File: src/rwcp_map.vh
// register map and field constants of the wake, channel and power register slice
// assumes an spi framer outside that presents one byte access per strobe
`ifndef RWCP_MAP_VH
`define RWCP_MAP_VH
`define RWCP_ADDR_WAKE_EN 6'h1C
`define RWCP_ADDR_WAKE_ST 6'h1D
`define RWCP_ADDR_ANALOG 6'h20
`define RWCP_ADDR_CHANNEL 6'h21
`define RWCP_ADDR_STRENGTH 6'h22
`define RWCP_ADDR_BIAS 6'h23
`define RWCP_ADDR_PWR_CTL 6'h2E
`define RWCP_ADDR_CARRIER 6'h2F
`define RWCP_ADDR_ID_BASE 6'h3C
`define RWCP_ID_PAGE 4'hF
`define RWCP_RST_WAKE_EN 8'h00
`define RWCP_RST_WAKE_ST 1'b1
`define RWCP_RST_ANALOG 8'h00
`define RWCP_RST_CHANNEL 7'h00
`define RWCP_RST_STRENGTH 6'h00
`define RWCP_RST_BIAS 3'h0
`define RWCP_RST_PROT 8'h00
`define RWCP_BIT_WAKE_EN 0
`define RWCP_BIT_WR_UNLOCK 6
`define RWCP_BIT_ID_READ 5
`define RWCP_BIT_AMP_DRIVE 2
`define RWCP_BIT_AMP_POL 1
`define RWCP_BIT_SOFT_RESET 0
`define RWCP_ANALOG_KEEP 8'h66
`define RWCP_PROT_KEEP 8'h80
`define RWCP_CHANNEL_W 7
`define RWCP_STRENGTH_W 5
`define RWCP_BIAS_W 3
`define RWCP_READY_CYCLES 16
`endif

File: src/rwcp_sync.v
// two-flop synchroniser for one pin level
// assumes the pin is asynchronous to clock_i
`timescale 1ns/1ps
module rwcp_sync
(
    input wire clock_i,
    input wire rst_i,
    input wire level_i,
    output wire level_o
);
    reg meta_r;
    reg sync_r;
    always @(posedge clock_i)
    begin
        if (rst_i)
        begin
            meta_r <= 1'b0;
            sync_r <= 1'b0;
        end
        else
        begin
            meta_r <= level_i;
            sync_r <= meta_r;
        end
    end
    assign level_o = sync_r;
endmodule // rwcp_sync

File: src/rwcp_id_rom.v
// four-byte identifier store with registered read data
// assumes contents come from parameters set at integration
`timescale 1ns/1ps
module rwcp_id_rom
#(
    // arbitrary neutral identifier value
    parameter [31:0] ID_VALUE = 32'h00000000
)
(
    input wire clock_i,
    input wire rst_i,
    input wire [1:0] index_i,
    output reg [7:0] data_o
);
    always @(posedge clock_i)
    begin
        if (rst_i)
            data_o <= 8'h00;
        else
            data_o <= ID_VALUE[{index_i, 3'b000} +: 8];
    end
endmodule // rwcp_id_rom

File: src/rwcp_regs.v
// register slice: wake interrupt, analog control, channel, strength, bias
// assumes an spi framer delivering byte accesses as one-cycle strobes on clock_i
`timescale 1ns/1ps
`include "rwcp_map.vh"
module rwcp_regs
#(
    parameter [31:0] ID_VALUE = 32'h00000000,
    parameter READY_CYCLES = `RWCP_READY_CYCLES
)
(
    input wire clock_i,
    input wire rst_i,
    input wire power_down_pin_i,
    input wire [5:0] addr_i,
    input wire wr_i,
    input wire rd_i,
    input wire [7:0] wdata_i,
    output reg [7:0] rdata_o,
    output reg rvalid_o,
    input wire rx_mode_enter_i,
    input wire [4:0] strength_sample_i,
    output wire irq_o,
    output reg amp_control_pin_o,
    output reg amp_control_pin_oe_o,
    output wire [6:0] synth_channel_o,
    output wire [2:0] amp_gain_setting_o,
    output wire id_power_o,
    output wire [7:0] pwr_ctl_o,
    output wire [7:0] carrier_ctl_o,
    output wire spi_ready_o,
    output wire soft_reset_o
);
    // =========================================================
    // reset and pin input
    // =========================================================
    reg soft_rst_r;
    wire any_rst;
    wire pd_sync;
    assign any_rst = rst_i | soft_rst_r;
    assign soft_reset_o = soft_rst_r;
    rwcp_sync u_pd_sync
    (
        .clock_i(clock_i),
        .rst_i(rst_i),
        .level_i(power_down_pin_i),
        .level_o(pd_sync)
    );

    function sel;
        input [5:0] a;
        input [5:0] b;
        begin
            sel = (a == b);
        end
    endfunction

    // =========================================================
    // wake event: counts ready time after power-down release
    // =========================================================
    reg [7:0] ready_cnt_r;
    reg ready_r;
    reg wake_pend_r;
    reg [7:0] wake_en_r;
    wire wake_event;
    assign wake_event = ~pd_sync & ~ready_r & (ready_cnt_r == READY_CYCLES[7:0] - 8'h01);
    assign spi_ready_o = ready_r;
    always @(posedge clock_i)
    begin
        if (any_rst | pd_sync)
        begin
            ready_cnt_r <= 8'h00;
            ready_r <= 1'b0;
        end
        else if (!ready_r)
        begin
            ready_cnt_r <= ready_cnt_r + 8'h01;
            if (wake_event)
                ready_r <= 1'b1;
        end
    end

    wire rd_wake_st;
    assign rd_wake_st = rd_i & sel(addr_i, `RWCP_ADDR_WAKE_ST);
    always @(posedge clock_i)
    begin
        if (any_rst)
            wake_pend_r <= `RWCP_RST_WAKE_ST;
        else if (wake_event)
            wake_pend_r <= 1'b1;
        else if (rd_wake_st)
            wake_pend_r <= 1'b0;
    end
    assign irq_o = wake_pend_r & wake_en_r[`RWCP_BIT_WAKE_EN];

    // =========================================================
    // writable registers
    // =========================================================
    reg [7:0] analog_r;
    reg [6:0] channel_r;
    reg [2:0] bias_r;
    reg [7:0] pwr_ctl_r;
    reg [7:0] carrier_r;
    reg [5:0] strength_r;
    always @(posedge clock_i)
    begin
        if (any_rst)
        begin
            wake_en_r <= `RWCP_RST_WAKE_EN;
            analog_r <= `RWCP_RST_ANALOG;
            channel_r <= `RWCP_RST_CHANNEL;
            bias_r <= `RWCP_RST_BIAS;
            pwr_ctl_r <= `RWCP_RST_PROT;
            carrier_r <= `RWCP_RST_PROT;
        end
        else if (wr_i)
        begin
            if (sel(addr_i, `RWCP_ADDR_WAKE_EN))
                wake_en_r <= {7'h00, wdata_i[`RWCP_BIT_WAKE_EN]};
            if (sel(addr_i, `RWCP_ADDR_ANALOG))
                analog_r <= wdata_i & `RWCP_ANALOG_KEEP;
            if (sel(addr_i, `RWCP_ADDR_CHANNEL))
                channel_r <= wdata_i[`RWCP_CHANNEL_W-1:0];
            if (sel(addr_i, `RWCP_ADDR_BIAS))
                bias_r <= wdata_i[`RWCP_BIAS_W-1:0];
            if (sel(addr_i, `RWCP_ADDR_PWR_CTL) & analog_r[`RWCP_BIT_WR_UNLOCK])
                pwr_ctl_r <= wdata_i & `RWCP_PROT_KEEP;
            if (sel(addr_i, `RWCP_ADDR_CARRIER) & analog_r[`RWCP_BIT_WR_UNLOCK])
                carrier_r <= wdata_i & `RWCP_PROT_KEEP;
        end
    end

    // self-clearing: the pulse resets every register except the pin synchroniser and the id rom output, itself included
    always @(posedge clock_i)
    begin
        if (rst_i | soft_rst_r)
            soft_rst_r <= 1'b0;
        else
            soft_rst_r <= wr_i & sel(addr_i, `RWCP_ADDR_ANALOG) & wdata_i[`RWCP_BIT_SOFT_RESET];
    end

    // =========================================================
    // signal strength capture, read-only to the host
    // =========================================================
    always @(posedge clock_i)
    begin
        if (any_rst)
            strength_r <= `RWCP_RST_STRENGTH;
        else if (rx_mode_enter_i)
            strength_r <= {1'b1, strength_sample_i};
    end

    // =========================================================
    // amplifier control pin
    // =========================================================
    always @(posedge clock_i)
    begin
        if (any_rst)
        begin
            amp_control_pin_o <= 1'b0;
            amp_control_pin_oe_o <= 1'b0;
        end
        else
        begin
            amp_control_pin_oe_o <= analog_r[`RWCP_BIT_AMP_DRIVE];
            amp_control_pin_o <= analog_r[`RWCP_BIT_AMP_DRIVE] & ~analog_r[`RWCP_BIT_AMP_POL];
        end
    end

    assign synth_channel_o = channel_r;
    assign amp_gain_setting_o = bias_r;
    assign id_power_o = analog_r[`RWCP_BIT_ID_READ];
    assign pwr_ctl_o = pwr_ctl_r;
    assign carrier_ctl_o = carrier_r;

    // =========================================================
    // read path, one cycle after the strobe
    // =========================================================
    wire [7:0] id_byte;
    rwcp_id_rom #(.ID_VALUE(ID_VALUE)) u_id
    (
        .clock_i(clock_i),
        .rst_i(rst_i),
        .index_i(addr_i[1:0]),
        .data_o(id_byte)
    );
    reg id_rd_r;
    reg [7:0] rdata_r;
    reg [7:0] rd_mux;
    always @*
    begin
        rd_mux = 8'h00;
        case (addr_i)
            `RWCP_ADDR_WAKE_EN: rd_mux = wake_en_r;
            `RWCP_ADDR_WAKE_ST: rd_mux = {7'h00, wake_pend_r};
            `RWCP_ADDR_ANALOG: rd_mux = analog_r;
            `RWCP_ADDR_CHANNEL: rd_mux = {1'b0, channel_r};
            `RWCP_ADDR_STRENGTH: rd_mux = {2'b00, strength_r};
            `RWCP_ADDR_BIAS: rd_mux = {5'h00, bias_r};
            `RWCP_ADDR_PWR_CTL: rd_mux = pwr_ctl_r;
            `RWCP_ADDR_CARRIER: rd_mux = carrier_r;
            default: rd_mux = 8'h00;
        endcase
    end
    always @(posedge clock_i)
    begin
        if (any_rst)
        begin
            rdata_r <= 8'h00;
            rvalid_o <= 1'b0;
            id_rd_r <= 1'b0;
        end
        else
        begin
            rvalid_o <= rd_i;
            rdata_r <= rd_mux;
            id_rd_r <= rd_i & (addr_i[5:2] == `RWCP_ID_PAGE) & analog_r[`RWCP_BIT_ID_READ];
        end
    end
    // identifier byte overrides the mux when gated on; rom and mux registers land in the same cycle
    always @*
    begin
        rdata_o = id_rd_r ? id_byte : rdata_r;
    end
endmodule // rwcp_regs

File: config.mk
export PLATFORM = sky130hd
export DESIGN_NAME = rwcp_regs
export DESIGN_NICKNAME = d
export VERILOG_FILES = /design/src/rwcp_sync.v /design/src/rwcp_id_rom.v /design/src/rwcp_regs.v
export VERILOG_INCLUDE_DIRS = /design/src
export SDC_FILE = /design/constraint.sdc
export NUM_CORES = 1
export LEC_CHECK = 0
export BUFFER_PORTS_ARGS = -buffer_cell sky130_fd_sc_hd__buf_2
export CAP_MARGIN = 20
export CORE_MARGIN = 2
export CORE_UTILIZATION = 45
export DETAILED_ROUTE_END_ITERATION = 10
export PLACE_DENSITY = 0.72
export SLEW_MARGIN = 20
export SYNTH_ARGS = -nofsm -noshare
export SYNTH_HDL_FRONTEND = slang
export SYNTH_SLANG_ARGS = --single-unit
File: constraint.sdc
create_clock -name clock_i -period 2.92 [get_ports clock_i]
set_input_delay 0.584 -clock clock_i [delete_from_list [all_inputs] [get_ports clock_i]]
set_output_delay 0.584 -clock clock_i [all_outputs]
set_load 0.01 [all_outputs]
==> insert_results.sql <==
INSERT INTO impl_metrics (metric_group, metric, value, unit) VALUES
('sta', 'drv_slew', '0', ''),
('routing', 'drt_first_pass_iters', '4', ''),
('sta', 'worst_slack', '1.235', 'ns'),
('global_route', 'grt_antenna_before_repair', '0', ''),
('routing', 'vias', '1571', ''),
('routing', 'antenna_violation_net_count_after_detailed_routing', '0', ''),
('logic_synthesis', 'synthMuxAreaShare', '14.53', '%'),
('logic_synthesis', 'post_synth_inst_count', '213', ''),
('cts', 'ctsRootBufferMaster', 'sky130_fd_sc_hd__clkbuf_8', ''),
('logic_synthesis', 'postSynth.asyncResetShare', '0', '%'),
('setup_path', 'reg2reg_depth', '3', ''),
('placed_design', 'place_worst_setup_slack', '0.9187', 'ns'),
('pwr', 'switching_power', '0.2556', 'mW'),
('die', 'row_count', '24', ''),
('logic_synthesis', 'yosys-top-cells-count', '48 x sky130_fd_sc_hd__dfxtp_1, 37 x sky130_fd_sc_hd__nor2_1, 24 x sky130_fd_sc_hd__mux2i_1', ''),
('worst_hold_path', 'worstHoldStart', 'u_pd_sync.meta_r', ''),
('setup_path', 'rr_startpoint', 'soft_reset_o', ''),
('global_route', 'number_of_global_route_vias_before_repair', '1435', ''),
('logic_synthesis', 'adder_and_majority_gate_portion_of_the_synthesized_area', '0.6131', '%'),
('global_route', 'grt_start_max_net_pins', '23', ''),
('logic_synthesis', 'synth_compound_area_share', '4.476', '%'),
('die', 'core', '4354', 'um^2'),
('logic_synthesis', 'ys.flop_type', 'sky130_fd_sc_hd__dfxtp_1', ''),
('pwr', 'switching_share', '22.86', '%'),
('sta', 'fmax', '593.5', 'MHz'),
('die', 'die_height', '71.34', 'um'),
('setup_path', 'cp_max_fo', '9', ''),
('cts', 'cts_hold_buf', '0', ''),
('global_route', 'grt_usage', '16.67', '%'),
('worst_hold_path', 'timing.hold.worst_endpoint', 'u_pd_sync.level_o', ''),
('die', 'initial_core_util', '46.87', '%'),
('placed_design', 'io_buffers', '51', ''),
('logic_synthesis', 'synth_top_family_by_area', 'simple AND/OR/NAND/NOR gates', ''),
('pwr', 'power', '1.118', 'mW'),
('sta', 'fin_crit_sh', '57.71', '%'),
('logic_synthesis', 'ys_seq_elements', '48', ''),
('worst_hold_path', 'min_delay_path_depth', '1', ''),
('setup_path', 'worst_path_max_delay_cell', 'sky130_fd_sc_hd__nor4b_4', ''),
('logic_synthesis', 'synth_top_cell_by_area', 'sky130_fd_sc_hd__dfxtp_1', ''),
('finish', 'insertedDiodeCount', '0', ''),
('setup_path', 'critPathLaunch', 'addr_i[2]', ''),
('placed_design', 'dpl.hpwl', '3080', 'um'),
('cts', 'cts_inserted_buffers', '5', ''),
('sta', 'unrepaired_setup_endpoints_after_global_routing', 'false', ''),
('setup_path', 'internal_reg_to_reg_setup_slack', '1.51', 'ns'),
('setup_path', 'start_kind', 'primary input', ''),
('routing', 'wl_per_cell', '12.84', 'um'),
('setup_path', 'worst_setup_ep_type', 'flop', ''),
('status', 'outcome', 'finished clean', ''),
('cts', 'clock_latency_late_sink', '0.29', 'ns'),
('cts', 'tritoncts', 'built', ''),
('pwr', 'p_int', '0.8624', 'mW'),
('cts', 'clk_pin_slew_worst_paths', '0.08', 'ns'),
('logic_synthesis', 'yosys.cell_count.top_type', 'sky130_fd_sc_hd__dfxtp_1', ''),
('sta', 'finalSetupTns', '0', 'ns'),
('sta', 'clock_skew', '0.005033', 'ns'),
('setup_path', 'cpPeakStageDelay', '0.53', 'ns'),
('run', 'max_cap_violations', '0', ''),
('pwr', 'max-vdd-ir-drop', '0.3044', 'mV'),
('finish', 'layout-drive-gt1-share', '26.14', '%'),
('worst_hold_path', 'hp-class', 'flop to flop', ''),
('logic_synthesis', 'sequential_cell_area_fraction_in_the_yosys_report', '47.09', '%'),
('logic_synthesis', 'synth-warning-count', '0', ''),
('setup_path', 'worst-endpoint-required', '3.10', 'ns'),
('cts', 'clock-sinks', '48', ''),
('routing', 'finalWirelength', '4058', 'um'),
('logic_synthesis', 'synthTopCellsByArea', 'sky130_fd_sc_hd__dfxtp_1 47%, sky130_fd_sc_hd__mux2i_1 12%, sky130_fd_sc_hd__nor2_1 6.8%', ''),
('cts', 'clock_tree.htree_level_count', '2', ''),
('sta', 'final_period_minus_worst_setup_slack', '1.685', 'ns'),
('logic_synthesis', 'synthXorXnorAreaFrac', '2.146', '%'),
('global_route', 'grt_pass1_wl', '6651', 'um');
-- area by class of cell --
class	instances	area [um^2]
inverters	1	3.754
clock buffers	6	72.57
flip-flops and latches	48	960.9
fillers	401	1993
well taps	52	65.06
clock inverters	1	5.005
repair buffers	52	262.8
multi-input cells	156	991.0
-- cells by family (layout without fill, tap and decap cells) --
family | count (synthesis) | count (layout)
AO/OA/AOI/OAI | 15 | 15
XOR/XNOR | 5 | 5
buffers and inverters | 22 | 60
multiplexers | 27 | 27
AND/OR/NAND/NOR | 94 | 94
other | 1 | 14
flip-flops | 48 | 48
adder cells (fa/ha/maj) | 1 | 1
-- layout by cell type, fill, tap and decap left out, drive strengths merged, types with 2 or more instances in the layout --
cell and instances:
and2 2, clkbuf 6, nor2b 14, nor3 5
xor2 3, conb 14, or3 3, nor4 2
and3 2, dfxtp 48, mux4 2, buf 52
mux2i 24, o21ai 4, nand4b 2, xnor2 2
a22oi 2, nand3 8, nor2 37, nand2 12
a21oi 6
-- layer usage --
layer	up-vias	GRT usage (%)	routed length, um
li1	801	-	-
met1	717	22.61	1917
met2	48	25.51	1835
met3	5	4.501	241
met4	0	6.289	63
met5	-	0	0
-- worst max-delay path, delay by kind of cell --
kind	cells	cell delay, ns
buffers and inverters	1	0.13
multiplexers	1	0.23
AND/OR/NAND/NOR	3	0.92
-- flip-flops by register name (all words and copies together) (netlist names), 3 cells and up --
register            count
amp_gain_setting_o      3
synth_channel_o         7
strength_r              6
ready_cnt_r             8
analog_r                4
rdata_r                 8
-- power groups by stage --
stage / combinational [mW] / sequential, mW / clock (mW)
after floorplan: 0.0669 / 0.687 / 0
after global placement: 0.0844 / 0.688 / 0
after detailed placement: 0.0864 / 0.688 / 0
after CTS: 0.0865 / 0.673 / 0.372
after global routing: 0.0969 / 0.674 / 0.391
final: 0.0862 / 0.673 / 0.359
-- how the worst max path moves through the flow --
stage	end	slack [ns]
6_report	synth_channel_o[5]	1.23
5_1_grt	synth_channel_o[3]	1.07
4_1_cts	synth_channel_o[5]	1.23
3_5_place_dp	synth_channel_o[2]	0.92
3_3_place_gp	synth_channel_o[1]	0.93
2_1_floorplan	synth_channel_o[0]	1.26
-- through the flow --
step | hold slack, ns | cell area [um^2] | cells | utilization (%)
5_1_grt | 0.4697 | 2361 | 316 | 54.22
6_report | 0.4485 | 2361 | 316 | 54.22
3_3_place_gp | 0.4307 | 2283 | 309 | 52.44
2_1_floorplan | 0.4091 | 2090 | 226 | -
3_5_place_dp | 0.4329 | 2283 | 309 | 52.44
4_1_cts | 0.4534 | 2361 | 316 | 54.22
(Power assumes the default switching activity.)
